**src/hw/bst_consts.svh**
```systemverilog
// constants of the boundary-scan test access port
// assumes inclusion by bst_pkg only
`ifndef BST_CONSTS_SVH
`define BST_CONSTS_SVH

// ----------------------------------------
// instruction register
// ----------------------------------------
`define BST_IR_W        3
`define BST_IR_CAPTURE  3'h5
`define BST_OP_EXTEST   3'h0
`define BST_OP_SAMPLE   3'h1
`define BST_OP_IDCODE   3'h2
`define BST_OP_TESTMODE 3'h3
`define BST_OP_HIGHZ    3'h4
`define BST_OP_CLAMP    3'h6

// ----------------------------------------
// data registers
// ----------------------------------------
`define BST_BSR_LEN     38
`define BST_TM_W        8
`define BST_ID_W        32
`define BST_TM_RESET    8'h00
// cells that only capture a pin
`define BST_IN_MASK     38'h3E_A000_8100
// cells that steer a group's output enable, high disables
`define BST_CTRL_MASK   38'h00_0009_0440

`endif

```
**src/hw/bst_pkg.sv**
```systemverilog
// types of the boundary-scan test access port
// assumes bst_consts.svh on the include path
package bst_pkg;
`include "bst_consts.svh"

// ----------------------------------------
// controller states, gray along the usual path
// ----------------------------------------
typedef enum logic [3:0] {
    BST_TLR   = 4'h0,
    BST_RTI   = 4'h1,
    BST_SDR   = 4'h3,
    BST_CDR   = 4'h2,
    BST_SHDR  = 4'h6,
    BST_E1DR  = 4'h7,
    BST_PDR   = 4'h5,
    BST_E2DR  = 4'h4,
    BST_UDR   = 4'hC,
    BST_SIR   = 4'hD,
    BST_CIR   = 4'hF,
    BST_SHIR  = 4'hE,
    BST_E1IR  = 4'hA,
    BST_PIR   = 4'hB,
    BST_E2IR  = 4'h9,
    BST_UIR   = 4'h8
} bst_state_type;

typedef struct packed {
    logic                  tck_s1;
    logic                  tck_s2;
    logic                  tck_s3;
    logic                  tms_s1;
    logic                  tms_s2;
    logic                  tdi_s1;
    logic                  tdi_s2;
    bst_state_type         state;
    logic [`BST_IR_W-1:0]  ir;
    logic [`BST_IR_W-1:0]  ir_sh;
    logic                  byp;
    logic [`BST_ID_W-1:0]  id_sh;
    logic [`BST_TM_W-1:0]  tm_sh;
    logic [`BST_TM_W-1:0]  tm_word;
    logic                  tdo;
    logic                  tdo_oe;
    logic                  pin;
    logic                  pin_oe;
} bst_tap_state_type;

typedef struct packed {
    logic [`BST_BSR_LEN-1:0] in_s1;
    logic [`BST_BSR_LEN-1:0] in_s2;
    logic [`BST_BSR_LEN-1:0] cap;
    logic [`BST_BSR_LEN-1:0] upd;
    logic [`BST_BSR_LEN-1:0] drive;
} bst_cell_state_type;

endpackage : bst_pkg

```
**src/hw/bst_if.sv**
```systemverilog
// link between the tap controller and the boundary cells
// assumes both ends on the same clock
`timescale 1ns/100ps
interface bst_if;
    logic capture;
    logic shift;
    logic update;
    logic extest;
    logic clamp;
    logic highz;
    logic si;
    logic so;
    modport tap   (output capture, shift, update, extest, clamp, highz, si, input so);
    modport cells (input capture, shift, update, extest, clamp, highz, si, output so);
endinterface : bst_if

```
**src/hw/bst_cells.sv**
```systemverilog
// boundary-scan register: input, output and control cells
// assumes one-cycle capture, shift and update enables from the tap
`timescale 1ns/100ps
module bst_cells
    import bst_pkg::*;
#(
    parameter int LEN = `BST_BSR_LEN
)(
    input  wire logic           clk,
    input  wire logic           sys_rst,
    bst_if.cells                bus,
    input  wire logic [LEN-1:0] pin_in,
    input  wire logic [LEN-1:0] core_val,
    output logic      [LEN-1:0] pin_drive
);

// ----------------------------------------
// state
// ----------------------------------------
bst_cell_state_type cell_reg;
bst_cell_state_type cell_next;
logic [LEN-1:0]     in_mask;
logic [LEN-1:0]     ctrl_mask;
logic [LEN-1:0]     sample_val;
logic               force_upd;

assign in_mask   = LEN'(`BST_IN_MASK);
assign ctrl_mask = LEN'(`BST_CTRL_MASK);
// input cells see the pin, others the functional value
assign sample_val = (cell_reg.in_s2 & in_mask) | (core_val & ~in_mask);
assign force_upd  = bus.extest | bus.clamp;
assign bus.so     = cell_reg.cap[0];
assign pin_drive  = cell_reg.drive;

// ----------------------------------------
// next state
// ----------------------------------------
always_comb
begin
    cell_next       = cell_reg;
    cell_next.in_s1 = pin_in;
    cell_next.in_s2 = cell_reg.in_s1;
    if (bus.shift)
    begin
        cell_next.cap = {bus.si, cell_reg.cap[LEN-1:1]};
    end
    else if (bus.capture)
    begin
        cell_next.cap = sample_val;
    end
    // input cells keep no update stage
    if (bus.update)
    begin
        cell_next.upd = cell_reg.cap & ~in_mask;
    end
    // scanned values reach pins only in extest or clamp
    cell_next.drive = force_upd ? cell_reg.upd : core_val;
    if (bus.highz)
    begin
        cell_next.drive = cell_next.drive | ctrl_mask;
    end
end

always_ff @(posedge clk)
begin
    if (sys_rst)
    begin
        cell_reg <= '0;
    end
    else
    begin
        cell_reg <= cell_next;
    end
end

endmodule : bst_cells

```
**src/hw/bst_tap.sv**
```systemverilog
// boundary-scan test access port with shared test-data-out pin
// assumes tck, tms, tdi arrive asynchronously; tck far below clk
//
// What this block does
// - four-wire port, no separate test reset
// - power-on reset enters test-logic-reset
// - no internal test, no self-test
// - in test-logic-reset pin carries alpha key
// - leaving reset, pin becomes standard test output
// - tms steers states; capture, shift, update sequenced
// - instruction selects data register; ir branch uses ir
// - seven instructions supported
// - highz and clamp per 1992 supplement
// - input cells capture and shift only
// - output cells update from capture stage
// - scanned output drives pin only in extest or clamp
// - four control cells gate group enables
// - pixel clock pin: input plus tristate output
// - single-bit bypass path
// - 32-bit identification register via idcode
// - 8-bit test-mode register, shift and update
// - three-bit ir, captures 101
// - fixed opcodes; unassigned codes select bypass
// - idcode selected after reset
// - 38 boundary cells tdi to tdo
`timescale 1ns/100ps
module bst_tap
    import bst_pkg::*;
#(
    parameter logic [3:0]  ID_VERSION = 4'h1,     // arbitrary
    parameter logic [15:0] ID_PART    = 16'h1234, // arbitrary
    parameter logic [10:0] ID_MAKER   = 11'h055,  // arbitrary
    parameter int          BSR_LEN    = `BST_BSR_LEN
)(
    input  wire logic               clk,
    input  wire logic               sys_rst,
    input  wire logic               tck_pin,
    input  wire logic               tms_pin,
    input  wire logic               tdi_pin,
    output logic                    tdo_alpha_out,
    output logic                    tdo_alpha_oe,
    input  wire logic               alpha_key,
    input  wire logic [BSR_LEN-1:0] bnd_pin_in,
    input  wire logic [BSR_LEN-1:0] bnd_core,
    output logic      [BSR_LEN-1:0] bnd_drive,
    output logic [`BST_TM_W-1:0]    test_mode_word,
    output logic                    tap_in_reset
);

// ----------------------------------------
// state and decode
// ----------------------------------------
bst_tap_state_type    tap_reg;
bst_tap_state_type    tap_next;
logic                 tck_rise;
logic                 tck_fall;
logic                 sel_bsr;
logic                 sel_id;
logic                 sel_tm;
logic                 sel_byp;
logic                 dr_lsb;
logic                 st_tlr;
logic                 st_cdr;
logic                 st_shdr;
logic                 st_udr;
logic                 st_shir;
logic                 st_uir;
logic [`BST_ID_W-1:0] id_value;

bst_if cell_bus ();

// tck is sampled, not used as a clock; edges found after sync
assign tck_rise = tap_reg.tck_s2 & ~tap_reg.tck_s3;
assign tck_fall = ~tap_reg.tck_s2 & tap_reg.tck_s3;

// no intest or self-test opcode exists
assign sel_bsr = (tap_reg.ir == `BST_OP_EXTEST) || (tap_reg.ir == `BST_OP_SAMPLE);
assign sel_id  = (tap_reg.ir == `BST_OP_IDCODE);
assign sel_tm  = (tap_reg.ir == `BST_OP_TESTMODE);
// highz, clamp and the unassigned codes fall here
assign sel_byp = ~(sel_bsr | sel_id | sel_tm);

assign id_value = {ID_VERSION, ID_PART, ID_MAKER, 1'b1};

// ----------------------------------------
// state decode
// ----------------------------------------
// one compare per state, shared by cell enables and the output path
assign st_tlr  = (tap_reg.state == BST_TLR);
assign st_cdr  = (tap_reg.state == BST_CDR);
assign st_shdr = (tap_reg.state == BST_SHDR);
assign st_udr  = (tap_reg.state == BST_UDR);
assign st_shir = (tap_reg.state == BST_SHIR);
assign st_uir  = (tap_reg.state == BST_UIR);

always_comb
begin
    if (sel_bsr)
    begin
        dr_lsb = cell_bus.so;
    end
    else if (sel_id)
    begin
        dr_lsb = tap_reg.id_sh[0];
    end
    else if (sel_tm)
    begin
        dr_lsb = tap_reg.tm_sh[0];
    end
    else
    begin
        dr_lsb = tap_reg.byp;
    end
end

// ----------------------------------------
// controller transitions
// ----------------------------------------
function automatic bst_state_type bst_step(input bst_state_type s, input logic tms);
    bst_state_type n;
    n = s;
    case (s)
        BST_TLR:  n = tms ? BST_TLR  : BST_RTI;
        BST_RTI:  n = tms ? BST_SDR  : BST_RTI;
        BST_SDR:  n = tms ? BST_SIR  : BST_CDR;
        BST_CDR:  n = tms ? BST_E1DR : BST_SHDR;
        BST_SHDR: n = tms ? BST_E1DR : BST_SHDR;
        BST_E1DR: n = tms ? BST_UDR  : BST_PDR;
        BST_PDR:  n = tms ? BST_E2DR : BST_PDR;
        BST_E2DR: n = tms ? BST_UDR  : BST_SHDR;
        BST_UDR:  n = tms ? BST_SDR  : BST_RTI;
        BST_SIR:  n = tms ? BST_TLR  : BST_CIR;
        BST_CIR:  n = tms ? BST_E1IR : BST_SHIR;
        BST_SHIR: n = tms ? BST_E1IR : BST_SHIR;
        BST_E1IR: n = tms ? BST_UIR  : BST_PIR;
        BST_PIR:  n = tms ? BST_E2IR : BST_PIR;
        BST_E2IR: n = tms ? BST_UIR  : BST_SHIR;
        BST_UIR:  n = tms ? BST_SDR  : BST_RTI;
        default:  n = BST_TLR;
    endcase
    return n;
endfunction : bst_step

// ----------------------------------------
// boundary cell enables
// ----------------------------------------
assign cell_bus.capture = tck_rise & st_cdr & sel_bsr;
assign cell_bus.shift   = tck_rise & st_shdr & sel_bsr;
assign cell_bus.update  = tck_fall & st_udr & sel_bsr;
assign cell_bus.extest  = (tap_reg.ir == `BST_OP_EXTEST);
assign cell_bus.clamp   = (tap_reg.ir == `BST_OP_CLAMP);
assign cell_bus.highz   = (tap_reg.ir == `BST_OP_HIGHZ);
assign cell_bus.si      = tap_reg.tdi_s2;

// pixel clock pin sits in the chain as input, output and control cell
bst_cells #(
    .LEN       (BSR_LEN)
) u_cells (
    .clk       (clk),
    .sys_rst   (sys_rst),
    .bus       (cell_bus.cells),
    .pin_in    (bnd_pin_in),
    .core_val  (bnd_core),
    .pin_drive (bnd_drive)
);

// ----------------------------------------
// next state
// ----------------------------------------
always_comb
begin
    tap_next        = tap_reg;
    tap_next.tck_s1 = tck_pin;
    tap_next.tck_s2 = tap_reg.tck_s1;
    tap_next.tck_s3 = tap_reg.tck_s2;
    tap_next.tms_s1 = tms_pin;
    tap_next.tms_s2 = tap_reg.tms_s1;
    tap_next.tdi_s1 = tdi_pin;
    tap_next.tdi_s2 = tap_reg.tdi_s1;

    if (tck_rise)
    begin
        tap_next.state = bst_step(tap_reg.state, tap_reg.tms_s2);
        case (tap_reg.state)
            BST_CIR:
            begin
                tap_next.ir_sh = `BST_IR_CAPTURE;
            end
            BST_SHIR:
            begin
                tap_next.ir_sh = {tap_reg.tdi_s2, tap_reg.ir_sh[`BST_IR_W-1:1]};
            end
            BST_CDR:
            begin
                // test-mode register has no capture: last word comes back
                if (sel_id)
                begin
                    tap_next.id_sh = id_value;
                end
                else if (sel_byp)
                begin
                    tap_next.byp = 1'b0;
                end
            end
            BST_SHDR:
            begin
                if (sel_id)
                begin
                    tap_next.id_sh = {tap_reg.tdi_s2, tap_reg.id_sh[`BST_ID_W-1:1]};
                end
                else if (sel_tm)
                begin
                    tap_next.tm_sh = {tap_reg.tdi_s2, tap_reg.tm_sh[`BST_TM_W-1:1]};
                end
                else if (sel_byp)
                begin
                    tap_next.byp = tap_reg.tdi_s2;
                end
            end
            default:
            begin
                tap_next.byp = tap_reg.byp;
            end
        endcase
    end

    if (tck_fall)
    begin
        // output changes on the falling edge, as the far end expects
        if (st_shir)
        begin
            tap_next.tdo    = tap_reg.ir_sh[0];
            tap_next.tdo_oe = 1'b1;
        end
        else if (st_shdr)
        begin
            tap_next.tdo    = dr_lsb;
            tap_next.tdo_oe = 1'b1;
        end
        else
        begin
            tap_next.tdo_oe = 1'b0;
        end
        if (st_uir)
        begin
            tap_next.ir = tap_reg.ir_sh;
        end
        if (st_udr && sel_tm)
        begin
            tap_next.tm_word = tap_reg.tm_sh;
        end
    end

    if (st_tlr)
    begin
        tap_next.ir     = `BST_OP_IDCODE;
        tap_next.tdo_oe = 1'b0;
    end

    // shared pin: alpha key while in reset, scan output otherwise
    if (tap_next.state == BST_TLR)
    begin
        tap_next.pin    = alpha_key;
        tap_next.pin_oe = 1'b1;
    end
    else
    begin
        tap_next.pin    = tap_next.tdo;
        tap_next.pin_oe = tap_next.tdo_oe;
    end
end

// ----------------------------------------
// registers
// ----------------------------------------
// sys_rst doubles as the power-on reset; no test reset pin exists
always_ff @(posedge clk)
begin
    if (sys_rst)
    begin
        tap_reg         <= '0;
        tap_reg.state   <= BST_TLR;
        tap_reg.ir      <= `BST_OP_IDCODE;
        tap_reg.tm_word <= `BST_TM_RESET;
        tap_reg.pin_oe  <= 1'b1;
    end
    else
    begin
        tap_reg <= tap_next;
    end
end

// ----------------------------------------
// outputs
// ----------------------------------------
assign tdo_alpha_out  = tap_reg.pin;
assign tdo_alpha_oe   = tap_reg.pin_oe;
assign test_mode_word = tap_reg.tm_word;
assign tap_in_reset   = st_tlr;

endmodule : bst_tap

```
**config.mk**
```make
export PLATFORM = sky130hd
export DESIGN_NAME = bst_tap
export DESIGN_NICKNAME = d
export VERILOG_FILES = /design/src/hw/bst_pkg.sv /design/src/hw/bst_if.sv /design/src/hw/bst_cells.sv /design/src/hw/bst_tap.sv
export VERILOG_INCLUDE_DIRS = /design/src /design/src/hw
export SDC_FILE = /design/constraint.sdc
export NUM_CORES = 1
export LEC_CHECK = 0
export BUFFER_PORTS_ARGS = -buffer_cell sky130_fd_sc_hd__buf_4
export CORE_MARGIN = 4
export CORE_UTILIZATION = 47
export CTS_CLUSTER_DIAMETER = 60
export DETAILED_ROUTE_END_ITERATION = 6
export GPL_TIMING_DRIVEN = 1
export HOLD_SLACK_MARGIN = 0.08
export PLACE_DENSITY = 0.72
export SYNTH_ARGS = -nofsm -noshare
export SYNTH_HDL_FRONTEND = slang
export SYNTH_SLANG_ARGS = --single-unit
```
**constraint.sdc**
```tcl
create_clock -name clk -period 1.75 [get_ports clk]
set_input_delay 0.175 -clock clk [delete_from_list [all_inputs] [get_ports clk]]
set_output_delay 0.175 -clock clk [all_outputs]
set_load 0.005 [all_outputs]
```
* Word level (Yosys, flattened, before mapping)
Index checks and enable logic that the tools add are counted. Widths: inputs -> output; s select.
Word-level totals: output and inout port bits 49, bits of input ports 82, register bits after elaboration 251, logic and storage cells 121
Cells by class: muxes and demuxes 37, bitwise operators 15, equal/unequal tests 27, reductions and logical operators 19
Operators with widths (count):
- $mux 38 | 3
- $mux 32 | 2
- $pmux 32 s2 | 1
- $pmux 4 s12 | 1
- $or 38x33->38 | 1
- $eq 4x4->1 const B | 8
- $mux 20 | 1
- $mux 4 | 5
- $eq 4x3->1 const B | 4
- $mux 1 | 14
- $ne 2x2->1 const B | 7
- $mux 2 | 6
- $and 1x1->1 | 8
- $eq 4x2->1 const B | 2
- $logic_not 4->1 | 2
- $reduce_and 4->1 | 2
- $reduce_or 2->1 | 4
- $reduce_and 7->1 | 1
- $eq 3x2->1 const B | 2
- $eq 3x3->1 const B | 2
- $mux 3 | 2
- $pmux 3 s2 | 1
- $reduce_and 2->1 | 3
- $reduce_bool 2->1 | 3
- other kinds (9) | 13

* Depth between registers and ports, before layout
Gate-level depths: netlist of the first run.
word-level depth 9, gate-level depth with buffers 8, depth with buffers taken out 4

* Cells and area by module
Synthesis of the first run repeated with hierarchy kept, for this count alone.
Second synthesis, totals: cells, all modules 840, area total of the unflattened synthesis 8035.2 um2
By module, submodules not included:
- bst_cells | cells each 491, instances 1, area an instance 5038.6 um2
- bst_tap | cells each 349, instances 1, area an instance 2996.6 um2

* Least setup slack after synthesis of the first run
OpenSTA, ideal clock, no wires.
path kind reg-to-reg, start register tap_reg[59] in the netlist's numbering, end register tap_reg[60] in the netlist's numbering, data required time 1.630 ns, arrival time 1.339 ns, slack 0.291 ns, clock period less this slack 1.459 ns, stages on the path, launching flop included 5, path buffers 1, path through dfxtp_1 -> buf_2 -> nor4_1 -> a211oi_1 -> o31a_1
Between the ends: elaborated cells on any way between the ends 21, classes of those cells 15 x eq/ne; 2 x mux; 4 x reduce/logical
RTL lines:
- from (decl) | line bst_tap.sv:53 | bst_tap_state_type tap_reg;
- from (signal assigned) | line bst_tap.sv:289 | tap_reg <= tap_next;
- $logic_not 4->1
- via tap_in_reset | line bst_tap.sv:47 | output logic tap_in_reset
- $pmux 4 s12 | line bst_tap.sv:122 | case (s)
- $mux 4 | line bst_tap.sv:181 | if (tck_rise)
The timed path passes the listed nets, and every way through them passes these cells. A chain may end at the register's enable or synchronous reset.

* Final worst setup path of the first run
start register tap_reg[62] in the netlist's numbering, end output port tap_in_reset
Between the ends: cells in the longest elaborated chain, start to end 1
RTL lines:
- $logic_not 4->1 | line bst_tap.sv:89 | assign st_tlr = (tap_reg.state == BST_TLR);
- to (decl) | line bst_tap.sv:47
No other way between the ends.

==> impl_metrics.sql, run 1 <==
INSERT INTO impl_metrics (metric_group, metric, value, unit) VALUES
('outcome', 'status', 'complete, no violations', ''),
('die', 'core_region_area', '0.01594', 'sq mm'),
('timing', 'timing_hold_violations_final', '0', ''),
('detailed_routing', 'wl_met1', '7.433', 'mm'),
('logic_synthesis', 'synth_nets', '939', ''),
('detailed_routing', 'dr_total_vias', '5991', ''),
('logic_synthesis', 'post_synth_instance_area', '0.007669', 'sq mm'),
('detailed_routing', 'wl_met3', '708', 'um'),
('power_and_ir_drop', 'worst_ir_drop_vdd', '0.7332', 'mV'),
('detailed_routing', 'detail_route.wl_per_cell', '13.76', 'um'),
('critical_path', 'crit_arrival', '1.50', 'ns'),
('final_layout', 'layout-drive-gt1-share', '18.54', '%'),
('timing', 'final.setup_skew', '0.006192', 'ns'),
('placed_design', 'buffers_added_on_ports', '101', ''),
('clock_tree', 'cts_sinks', '193', ''),
('global_route', 'grt-ovfl-total', '0', ''),
('detailed_routing', 'number_of_nets_with_antenna_violations_after_detailed_routing', '0', ''),
('logic_synthesis', 'yosys_warnings', '0', ''),
('hold_path', 'worst_hold_path.num_cells', '3', ''),
('die', 'ioPinCount', '131', ''),
('logic_synthesis', 'synth.lib_cells_used.distinct', '47', ''),
('final_layout', 'final_design_area_no_fill', '0.009514', 'sq mm'),
('timing', 'achievable-frequency', '597.1', 'MHz'),
('flow_run', 'drv.max_cap_violation_count', '0', ''),
('timing', 'grt_setup_unrepaired', 'no', ''),
('critical_path', 'ff2ff_setup_slack', '0.16', 'ns'),
('logic_synthesis', 'synth.avg_cell_area', '8.948', 'sq um'),
('logic_synthesis', 'synthesis.instances', '857', ''),
('logic_synthesis', 'yosysTopAreaCellShare', '50.38', '%'),
('die', 'die_w', '135.7', 'um'),
('placed_design', 'placed_cell_area', '0.008325', 'sq mm'),
('clock_tree', 'htreeDepth', '4', ''),
('placed_design', 'final_replace_weighted_congestion', '0.7868', ''),
('power_and_ir_drop', 'power_per_cell_area', '939.9', 'mW/mm^2'),
('clock_tree', 'clk-insertion-delay-late', '0.43', 'ns'),
('logic_synthesis', 'synth_enable_flop_cells', '0', ''),
('final_layout', 'post_layout_nonfiller_instances', '1176', ''),
('hold_path', 'origin_of_the_worst_min_delay_path', 'alpha_key', ''),
('hold_path', 'endpoint_with_the_worst_hold_slack', 'tdo_alpha_out', ''),
('global_route', 'grt_pass1_vias', '5695', ''),
('timing', 'final.min_clock_period', '1.675', 'ns'),
('critical_path', 'critPathRequiredTime', '1.57', 'ns'),
('die', 'design.die.area', '0.01842', 'sq mm'),
('detailed_routing', 'met2_wirelength', '7.825', 'mm'),
('die', 'fp.dieH', '135.7', 'um'),
('final_layout', 'fillers', '1397', ''),
('power_and_ir_drop', 'leakage', '3.546', 'nW'),
('logic_synthesis', 'synth-async-reset-ratio', '0', '%'),
('logic_synthesis', 'synth_seq_cells', '193', ''),
('die', 'number_of_cell_rows', '46', ''),
('timing', 'final_max_slew_viol_count', '0', ''),
('final_layout', 'sequential_cell_area', '0.003866', 'sq mm'),
('final_layout', 'nNetsFinal', '1029', ''),
('critical_path', 'setup.worst_path.class', 'reg2out', ''),
('timing', 'final.setup.tns', '0', 'ns'),
('placed_design', 'cell_count_after_placement', '1088', ''),
('logic_synthesis', 'cell_type_with_the_highest_aggregate_area_in_the_netlist', 'sky130_fd_sc_hd__dfxtp_1', ''),
('logic_synthesis', 'synth.cells.most_frequent', 'sky130_fd_sc_hd__dfxtp_1 (193), sky130_fd_sc_hd__nand2_1 (136), sky130_fd_sc_hd__nor2_1 (85)', ''),
('critical_path', 'crit_path_start_kind', 'register', ''),
('global_route', 'wire_length_of_the_first_global_routing_pass', '26.90', 'mm'),
('detailed_routing', 'drt_iter0_drc', '263', ''),
('timing', 'tightest_slew', '0.4769', 'ns'),
('final_layout', 'largest_register_ffs', '75', ''),
('timing', 'finalCritPeriodShare', '95.71', '%'),
('hold_path', 'hold_path_class', 'in2reg', ''),
('critical_path', 'rr_worst_depth', '5', ''),
('final_layout', 'multi_input_logic_area', '0.003128', 'sq mm'),
('die', 'initial_core_util', '48.10', '%'),
('global_route', 'grt_max_degree', '82', ''),
('timing', 'maxSlewHeadroom', '68.09', '%'),
('clock_tree', 'clk_path_buf_depth', '2', '');
==> area by class of cell <==
type,instances,area share (%)
inverter,3,0.1184
sequential,193,40.64
multi-input combinational,549,32.88
clock buffer,20,4.695
timing repair buffer,183,17.29
clock inverter,12,1.539
tap,216,2.841
==> worst max path at each step <==
stage / startpoint / to / depth (start not counted)
2_1_floorplan: tap_reg[59] / tap_reg[60] / 4
3_3_place_gp: tap_reg[60] / u_cells.bus.so / 5
3_5_place_dp: tap_reg[60] / u_cells.bus.so / 5
4_1_cts: tap_reg[60] / tap_in_reset / 3
5_1_grt: tap_next[67] / u_cells.cell_reg[93] / 6
6_report: tap_reg[62] / tap_in_reset / 3
==> cell usage in the layout, fill, tap and decap left out, types with 2 or more instances in the layout <==
master,n
sky130_fd_sc_hd__o21ai_0,4
sky130_fd_sc_hd__dfxtp_1,191
sky130_fd_sc_hd__clkinvlp_4,3
sky130_fd_sc_hd__a311oi_1,2
sky130_fd_sc_hd__inv_6,5
sky130_fd_sc_hd__bufinv_16,2
sky130_fd_sc_hd__dlygate4sd3_1,55
sky130_fd_sc_hd__dfxtp_2,2
sky130_fd_sc_hd__buf_4,117
sky130_fd_sc_hd__a211oi_2,10
sky130_fd_sc_hd__o22ai_1,4
sky130_fd_sc_hd__buf_12,9
sky130_fd_sc_hd__nor3_1,32
sky130_fd_sc_hd__nor2b_1,29
sky130_fd_sc_hd__inv_1,3
sky130_fd_sc_hd__and4_1,2
sky130_fd_sc_hd__nand3b_1,2
sky130_fd_sc_hd__a21oi_1,82
sky130_fd_sc_hd__a21o_1,3
sky130_fd_sc_hd__nand2_1,136
sky130_fd_sc_hd__nand4_1,3
sky130_fd_sc_hd__or3_1,2
sky130_fd_sc_hd__a211oi_1,31
sky130_fd_sc_hd__mux2i_1,60
sky130_fd_sc_hd__clkbuf_1,2
sky130_fd_sc_hd__and2_1,12
sky130_fd_sc_hd__nand2b_1,6
sky130_fd_sc_hd__clkbuf_16,18
sky130_fd_sc_hd__nand3_1,22
sky130_fd_sc_hd__nor2_1,85
==> critical path, cell delays in order, from the launching register on <==
cell,delay (ns)
sky130_fd_sc_hd__dfxtp_2,0.36
sky130_fd_sc_hd__buf_4,0.19
sky130_fd_sc_hd__nor4_4,0.36
sky130_fd_sc_hd__buf_4,0.17
==> power by group <==
part | switching (mW) | leakage [nW] | internal, mW
sequential | 0.0291 | 1.57 | 4.47
clock | 1.71 | 0.281 | 2.18
combinational | 0.234 | 1.69 | 0.315
==> metrics by stage <==
stage          hold WS (ns)  power, mW  setup slack [ns]
2_1_floorplan        0.2967      4.869            0.2909
3_3_place_gp         0.3772      5.045            0.2283
3_5_place_dp         0.3810      5.049            0.1854
4_1_cts              0.1311      9.026           0.04369
5_1_grt              0.1502      9.241          0.005175
6_report             0.1374      8.943           0.07512
==> per-layer routing <==
metal,track usage [%],vias to the layer above
met5,0,-
met2,30.01,115
li1,-,3036
met3,4.086,19
met4,5.151,0
met1,23.01,2821
==> what timing repair did <==
action | in CTS | in global routing
endpoints found under the hold margin | 58 | 0
hold buffers | 55 | 0
pin swaps | 0 | 1
gates cloned | 0 | 1
gates resized for setup | 2 | 2
buffers inserted | 0 | 0
setup endpoints to repair | 1 | 2
==> logic make-up after synthesis <==
family | count (synthesis) | synth area share [%]
multiplexers | 60 | 7.832
AO/OA/AOI/OAI | 147 | 12.38
buffers and inverters | 115 | 9.088
AND/OR/NAND/NOR | 342 | 20.31
flip-flops | 193 | 50.38
Power figures use the tool's default switching activity.
==> run 2, diff against run 1 <==
==> constraint.sdc (replaced) <==
create_clock -name clk -period 2 [get_ports clk]
set_input_delay 0.2 -clock clk [delete_from_list [all_inputs] [get_ports clk]]
set_output_delay 0.2 -clock clk [all_outputs]
set_load 0.005 [all_outputs]
==> run 2 against run 1 <==
First-iteration DRC count is 62% higher. Worst setup slack gained 0.0064 ns. Design area shrank 1.5%. Register-to-register slack better by 0.06 ns. Critical path depth decreased by 1. Clock-buffer cell count is 1 lower. Critical path type unchanged. Largest cell class unchanged. Highest routed layer unchanged.
==> impl_metrics.sql, run 2 (synthesis results as in run 1) <==
INSERT INTO impl_metrics (metric_group, metric, value, unit) VALUES
('outcome', 'status', 'complete, no violations', ''),
('timing', 'grt_setup_unrepaired', 'no', ''),
('power_and_ir_drop', 'leakage', '3.491', 'nW'),
('clock_tree', 'cts_sinks', '193', ''),
('clock_tree', 'htreeDepth', '4', ''),
('final_layout', 'antenna-diode-count', '0', ''),
('detailed_routing', 'dr_total_vias', '5879', ''),
('final_layout', 'mostFrequentLayoutCell', 'sky130_fd_sc_hd__dfxtp_1', ''),
('critical_path', 'worst_path_dominant_cell_family', 'simple AND/OR/NAND/NOR gates', ''),
('global_route', 'grt_use_total', '17.56', '%'),
('clock_tree', 'cts_tree', 'yes', ''),
('timing', 'maxSlewHeadroom', '56.28', '%'),
('detailed_routing', 'routed_wirelength', '15.80', 'mm'),
('timing', 'final.setup.tns', '0', 'ns'),
('die', 'design.die.area', '0.01842', 'sq mm'),
('timing', 'finalCritPeriodShare', '95.92', '%'),
('die', 'ioPinCount', '131', ''),
('final_layout', 'fillers', '1357', ''),
('detailed_routing', '1st_pass_router_iterations', '4', ''),
('hold_path', 'hold_path_class', 'in2reg', ''),
('final_layout', 'nNetsFinal', '1016', ''),
('clock_tree', 'cts_inserted_buffers', '17', ''),
('power_and_ir_drop', 'power_per_cell_area', '830.7', 'mW/mm^2'),
('power_and_ir_drop', 'worst_ir_drop_vdd', '0.6890', 'mV'),
('critical_path', 'critical_path.cell_chain', 'nor4_2 -> buf_4', ''),
('global_route', 'antenna_violations_before_repair', '0', ''),
('placed_design', 'buffers_added_on_ports', '101', ''),
('timing', 'final.setup_skew', '0.008454', 'ns'),
('flow_run', 'drv.max_cap_violation_count', '0', ''),
('critical_path', 'critical_path.max_fanout', '13', ''),
('die', 'initial_core_util', '48.10', '%'),
('detailed_routing', 'detail_route.wl_per_cell', '13.59', 'um'),
('final_layout', 'most-common-layout-cells', 'sky130_fd_sc_hd__dfxtp_1 (192), sky130_fd_sc_hd__nand2_1 (136), sky130_fd_sc_hd__buf_4 (111)', ''),
('critical_path', 'critical_path.slowest_cell', 'sky130_fd_sc_hd__nor4_2', ''),
('critical_path', 'crit_arrival', '1.72', 'ns'),
('global_route', 'grt_pass1_vias', '5546', ''),
('global_route', 'grt_max_degree', '75', ''),
('die', 'core_region_area', '0.01594', 'sq mm'),
('final_layout', 'final_design_area_no_fill', '0.009370', 'sq mm'),
('final_layout', 'final_core_util', '58.77', '%'),
('timing', 'tightest_slew', '0.6557', 'ns'),
('clock_tree', 'clock_slew_at_the_register_clock_pins_of_the_worst_setup_and_hold_paths', '0.07', 'ns'),
('die', 'fp.dieH', '135.7', 'um'),
('critical_path', 'setup.worst_path.class', 'reg2out', ''),
('timing', 'timing_hold_violations_final', '0', ''),
('clock_tree', 'clockRootBuffer', 'sky130_fd_sc_hd__clkbuf_16', ''),
('detailed_routing', 'drt_iter0_drc', '425', ''),
('timing', 'final-setup-viol-count', '0', ''),
('critical_path', 'worst-path-buf-inv', '1', ''),
('timing', 'final_max_slew_viol_count', '0', ''),
('critical_path', 'critical_path.max_stage_delay', '0.62', 'ns'),
('critical_path', 'critPathRequiredTime', '1.80', 'ns'),
('critical_path', 'worstSetupEndpointType', 'output port', ''),
('clock_tree', 'clk_path_buf_depth', '2', ''),
('detailed_routing', 'post_drt_via_cell_ratio', '5.055', ''),
('timing', 'achievable-frequency', '521.2', 'MHz'),
('critical_path', 'crit_path_start_kind', 'register', ''),
('global_route', 'grt-ovfl-total', '0', ''),
('clock_tree', 'clk-insertion-delay-late', '0.43', 'ns'),
('die', 'number_of_cell_rows', '46', ''),
('die', 'die_w', '135.7', 'um'),
('placed_design', 'placed_cell_area', '0.008280', 'sq mm'),
('timing', 'final.min_clock_period', '1.918', 'ns'),
('global_route', 'wire_length_of_the_first_global_routing_pass', '26.15', 'mm'),
('detailed_routing', 'number_of_nets_with_antenna_violations_after_detailed_routing', '0', ''),
('placed_design', 'place_hpwl', '9.417', 'mm'),
('detailed_routing', 'remaining_drc_errors', '0', ''),
('placed_design', 'final_replace_weighted_congestion', '0.8357', ''),
('final_layout', 'areaGrowthSynthToFinish', '22.19', '%'),
('final_layout', 'largest_register_ffs', '75', ''),
('final_layout', 'layout-drive-gt1-share', '18.06', '%');
run 2: path summary, 6_finish.rpt:
| check | startpoint | end | slack, ns | depth (start not counted) |
|---|---|---|---|---|
| setup / recovery | tap_reg[59] | tap_in_reset | 0.08 | 2 |
| hold / removal | bnd_core[6] | u_cells.pin_drive[6] | 0.12 | 3 |
| setup reg to reg | tap_reg[60] | u_cells.cell_reg[98] | 0.22 | 5 |
| hold reg to reg | u_cells.cell_next[149] | u_cells.cell_reg[149] | 0.44 | 1 |
run 2: repair_timing:
action,4_1_cts,5_1_grt
gates resized for setup,1,0
endpoints found under the hold margin,49,0
setup endpoints to repair,1,0
hold buffers,49,0
buffers inserted,0,0
run 2: layer usage:
metal | track usage, % | up-vias | wire length [um]
met5 | 0 | - | 0
met4 | 6.271 | 0 | 227
met3 | 4.160 | 16 | 671
met2 | 28.98 | 121 | 7666
met1 | 22.54 | 2732 | 7238
li1 | - | 3010 | -
run 2: cell type report:
class	instances	area, sq um	area share, %
Clock buffer	19	442.9	4.727
Clock inverter	13	150.1	1.602
Inverter	3	11.26	0.1202
Multi-Input combinational cell	549	3115	33.25
Sequential cell	193	3865	41.25
Tap cell	216	270.3	2.884
Timing Repair Buffer	170	1515	16.17
run 2: metrics by stage:
stage / total power [mW] / hold WS (ns) / cells / worst slack (ns)
CTS: 7.859 / 0.1107 / 1163 / 0.07853
detailed placement: 4.415 / 0.4057 / 1082 / 0.2709
global placement: 4.412 / 0.4021 / 1082 / 0.2523
global route: 8.067 / 0.1057 / 1163 / 0.01510
finish: 7.784 / 0.1157 / 1163 / 0.08153
floorplan: 4.260 / 0.3217 / 857 / 0.5409
run 2: tightest hold or removal path, stage by stage:
cell and delay [ns]:
sky130_fd_sc_hd__buf_4 0.09, sky130_fd_sc_hd__o22ai_1 0.06, sky130_fd_sc_hd__nor2_1 0.13
run 2: report_power, final:
group	switching (mW)	internal (mW)
clock	1.48	1.90
combinational	0.201	0.263
sequential	0.0292	3.91
==> run 3, diff against run 2 <==
--- a/config.mk
+++ b/config.mk
@@ -13,7 +13,8 @@
 export DETAILED_ROUTE_END_ITERATION = 6
 export GPL_TIMING_DRIVEN = 1
 export HOLD_SLACK_MARGIN = 0.08
-export PLACE_DENSITY = 0.72
+export PLACE_DENSITY = 0.71
 export SYNTH_ARGS = -nofsm -noshare
 export SYNTH_HDL_FRONTEND = slang
+export SYNTH_HIERARCHICAL = 1
 export SYNTH_SLANG_ARGS = --single-unit
==> run 3 against run 2 <==
Wire length rose by 4.7%. Via count down 1.7%. Register-to-register slack worse by 0.13 ns. Area after synthesis up 4.8%.
==> impl_metrics.sql, run 3 <==
INSERT INTO impl_metrics (metric_group, metric, value, unit) VALUES
('critical_path', 'critical_path.max_fanout', '10', ''),
('critical_path', 'critPathRequiredTime', '2.29', 'ns'),
('placed_design', 'final_replace_weighted_congestion', '0.7762', ''),
('final_layout', 'nNetsFinal', '976', ''),
('power_and_ir_drop', 'pwr-share-comb', '4.9', '%'),
('outcome', 'status', 'complete, no violations', ''),
('logic_synthesis', 'synth.area.mux_share', '10.96', '%'),
('power_and_ir_drop', 'power_switching', '1.632', 'mW'),
('final_layout', 'layout-drive-gt1-share', '19.98', '%'),
('global_route', 'wire_length_of_the_first_global_routing_pass', '27.57', 'mm'),
('logic_synthesis', 'synth-adder-area-share', '0', '%'),
('final_layout', 'fillers', '1433', ''),
('detailed_routing', 'routed_wirelength', '16.54', 'mm'),
('global_route', 'grt_max_degree', '57', ''),
('placed_design', 'place_hpwl', '9.750', 'mm'),
('critical_path', 'crit_arrival', '2.20', 'ns'),
('logic_synthesis', 'cell_type_with_the_highest_aggregate_area_in_the_netlist', 'sky130_fd_sc_hd__dfxtp_1', ''),
('critical_path', 'crit_path_start_kind', 'register', ''),
('die', 'design.die.area', '0.01925', 'sq mm'),
('logic_synthesis', 'post_synth_instance_area', '0.008035', 'sq mm'),
('final_layout', 'antenna-diode-count', '0', ''),
('final_layout', 'most-common-layout-cells', 'sky130_fd_sc_hd__dfxtp_1 (192), sky130_fd_sc_hd__buf_4 (122), sky130_fd_sc_hd__mux2i_1 (88)', ''),
('timing', 'timing_hold_violations_final', '0', ''),
('clock_tree', 'htreeDepth', '4', ''),
('timing', 'achievable-frequency', '524.0', 'MHz'),
('detailed_routing', 'detail_route.wl_per_cell', '14.69', 'um'),
('power_and_ir_drop', 'design_power_total', '7.762', 'mW'),
('global_route', 'antenna_violations_before_repair', '0', ''),
('detailed_routing', 'drt_iter0_drc', '459', ''),
('logic_synthesis', 'synth_seq_cells', '193', ''),
('logic_synthesis', 'yosysTopAreaCellShare', '48.08', '%'),
('clock_tree', 'cts_sinks', '193', ''),
('timing', 'grt_setup_unrepaired', 'yes', ''),
('logic_synthesis', 'synthesis.instances', '840', ''),
('critical_path', 'worstSetupEndpointType', 'register', ''),
('detailed_routing', 'remaining_drc_errors', '0', ''),
('global_route', 'grt-ovfl-total', '0', ''),
('detailed_routing', 'dr_total_vias', '5779', ''),
('placed_design', 'place_worst_setup_slack', '0.1556', 'ns'),
('detailed_routing', 'number_of_nets_with_antenna_violations_after_detailed_routing', '0', ''),
('logic_synthesis', 'synth_compound_gate_area_share', '10.54', '%'),
('clock_tree', 'clock_slew_at_the_register_clock_pins_of_the_worst_setup_and_hold_paths', '0.07', 'ns'),
('timing', 'finalCritPeriodShare', '95.42', '%'),
('timing', 'final.min_clock_period', '1.908', 'ns'),
('die', 'fp.dieH', '138.8', 'um'),
('logic_synthesis', 'synth_xor_xnor_area_share', '0', '%'),
('clock_tree', 'clockRootBuffer', 'sky130_fd_sc_hd__clkbuf_16', ''),
('power_and_ir_drop', 'p_clk_share', '44.4', '%'),
('timing', 'final-setup-viol-count', '0', ''),
('flow_run', 'drv.max_cap_violation_count', '0', ''),
('timing', 'tightest_slew', '0.6297', 'ns'),
('logic_synthesis', 'dominant_register_cell_in_the_synthesized_netlist', 'sky130_fd_sc_hd__dfxtp_1', ''),
('die', 'core_region_area', '0.01664', 'sq mm'),
('power_and_ir_drop', 'cell_internal_pwr', '6.130', 'mW'),
('power_and_ir_drop', 'sequential_group_share_of_total_power', '50.7', '%'),
('final_layout', 'final_core_util', '57.59', '%'),
('hold_path', 'hold_path_class', 'in2reg', ''),
('die', 'die_w', '138.8', 'um'),
('logic_synthesis', 'synth.cells.most_frequent', 'sky130_fd_sc_hd__dfxtp_1 (193), sky130_fd_sc_hd__mux2i_1 (88), sky130_fd_sc_hd__nor2_1 (69)', ''),
('timing', 'final_max_slew_viol_count', '0', ''),
('logic_synthesis', 'synth-simple-area-share', '20.97', '%'),
('final_layout', 'largest_register_ffs', '75', ''),
('logic_synthesis', 'synth-async-reset-ratio', '0', '%'),
('clock_tree', 'cts_tree', 'yes', ''),
('power_and_ir_drop', 'share_of_total_power_consumed_by_net_switching', '21.02', '%'),
('final_layout', 'areaGrowthSynthToFinish', '19.28', '%'),
('critical_path', 'setup.worst_path.class', 'reg2reg', ''),
('timing', 'maxSlewHeadroom', '57.96', '%'),
('timing', 'finalWorstSetupSlack', '0.09155', 'ns'),
('logic_synthesis', 'synth.avg_cell_area', '9.566', 'sq um'),
('logic_synthesis', 'synth.lib_cells_used.distinct', '50', ''),
('detailed_routing', '1st_pass_router_iterations', '5', ''),
('critical_path', 'ff2ff_setup_slack', '0.09', 'ns'),
('logic_synthesis', 'ys_top_cells_by_area', 'sky130_fd_sc_hd__dfxtp_1 (48%), sky130_fd_sc_hd__mux2i_1 (11%), sky130_fd_sc_hd__nor2b_1 (5.3%), sky130_fd_sc_hd__buf_4 (4.9%), sky130_fd_sc_hd__a211oi_1 (4.2%)', ''),
('placed_design', 'buffers_added_on_ports', '101', ''),
('final_layout', 'mostFrequentLayoutCell', 'sky130_fd_sc_hd__dfxtp_1', ''),
('timing', 'final.setup_skew', '0.008423', 'ns'),
('clock_tree', 'cts_inserted_buffers', '17', ''),
('logic_synthesis', 'synth_top_family_by_area', 'simple AND/OR/NAND/NOR gates', ''),
('logic_synthesis', 'most_instantiated_library_cell_after_synthesis', 'sky130_fd_sc_hd__dfxtp_1', ''),
('die', 'initial_core_util', '48.28', '%'),
('die', 'number_of_cell_rows', '47', ''),
('logic_synthesis', 'synth_enable_flop_cells', '0', ''),
('clock_tree', 'clk-insertion-delay-late', '0.43', 'ns'),
('timing', 'final.setup.tns', '0', 'ns'),
('logic_synthesis', 'synth_nets', '922', ''),
('global_route', 'grt_use_total', '16.89', '%'),
('power_and_ir_drop', 'leakage', '3.532', 'nW'),
('global_route', 'grt_pass1_vias', '5549', ''),
('power_and_ir_drop', 'worst_ir_drop_vdd', '0.6411', 'mV'),
('logic_synthesis', 'yosys_warnings', '6', ''),
('clock_tree', 'clk_path_buf_depth', '2', ''),
('power_and_ir_drop', 'power_per_cell_area', '809.8', 'mW/mm^2'),
('logic_synthesis', 'synth_sequential_area_ratio', '48.08', '%'),
('detailed_routing', 'post_drt_via_cell_ratio', '5.132', ''),
('die', 'ioPinCount', '131', '');
run 3: cell count changes after synthesis, sizes merged, moves of 7 or more:
cell,before,now
or3b,0,27
nand2,136,33
o21ai,4,29
clkbuf,26,38
nor2,86,69
a21oi,83,50
nor2b,29,68
nor4,2,9
mux2i,60,88
run 3: logic make-up after synthesis:
group,Yosys count
AND/OR/NAND/NOR,298
flip-flops,193
AO/OA/AOI/OAI,138
multiplexers,88
buffers and inverters,123
run 3: through the flow:
stage	hold WS [ns]	cells	cell area, sq um
global route	0.1153	1126	9584
CTS	0.1025	1121	9490
finish	0.1200	1126	9584
global placement	0.4023	1069	8681
floorplan	0.3217	840	8043
detailed placement	0.4058	1069	8681
run 3: final timing paths:
path / to / depth (start not counted) / from
setup / recovery: u_cells/cell_reg[89] / 8 / tap_reg[62]
hold / removal: u_cells/pin_drive[28] / 3 / bnd_core[28]
setup reg to reg: u_cells/cell_reg[89] / 8 / tap_reg[62]
hold reg to reg: u_cells/cell_reg[148] / 1 / u_cells/cell_next[148]
run 3: routing by layer:
| layer | track usage (%) | up-vias | part of all wire [%] |
|---|---|---|---|
| li1 | - | 2971 | - |
| met1 | 23.47 | 2692 | 48 |
| met2 | 26.46 | 97 | 47 |
| met3 | 4.138 | 19 | 4.0 |
| met4 | 4.531 | 0 | 1.0 |
| met5 | 0 | - | 0 |
run 3: critical path, stage by stage (launching register included):
cell                        delay, ns
sky130_fd_sc_hd__dfxtp_1         0.34
sky130_fd_sc_hd__buf_4           0.18
sky130_fd_sc_hd__nor2_1          0.14
sky130_fd_sc_hd__nand3_1         0.14
sky130_fd_sc_hd__nor4_4          0.26
sky130_fd_sc_hd__buf_4           0.19
sky130_fd_sc_hd__clkbuf_16       0.18
sky130_fd_sc_hd__mux2i_1         0.24
sky130_fd_sc_hd__a211oi_1        0.11
run 3: what timing repair did:
action,4_1_cts,5_1_grt
endpoints found under the setup margin,0,11
hold buffers,21,0
hold endpoints to repair,21,0
buffers inserted,0,2
gates resized for setup,0,9
run 3: layout make-up:
class	instances	area [sq um]	share of cell area, %
inverter	3	13.76	0.1436
sequential	193	3865	40.33
clock inverter	12	156.4	1.632
multi-input combinational	524	3472	36.23
clock buffer	19	442.9	4.621
timing repair buffer	155	1359	14.18
tap	220	275.3	2.872
run 3: power by group through the flow:
| stage | Sequential (mW) | Combinational [mW] | Clock [mW] |
|---|---|---|---|
| after floorplan | 4.01 | 0.207 | 0 |
| after global placement | 4.02 | 0.345 | 0 |
| after detailed placement | 4.02 | 0.348 | 0 |
| after CTS | 3.93 | 0.382 | 3.53 |
| after global routing | 3.94 | 0.416 | 3.69 |
| final | 3.93 | 0.379 | 3.45 |
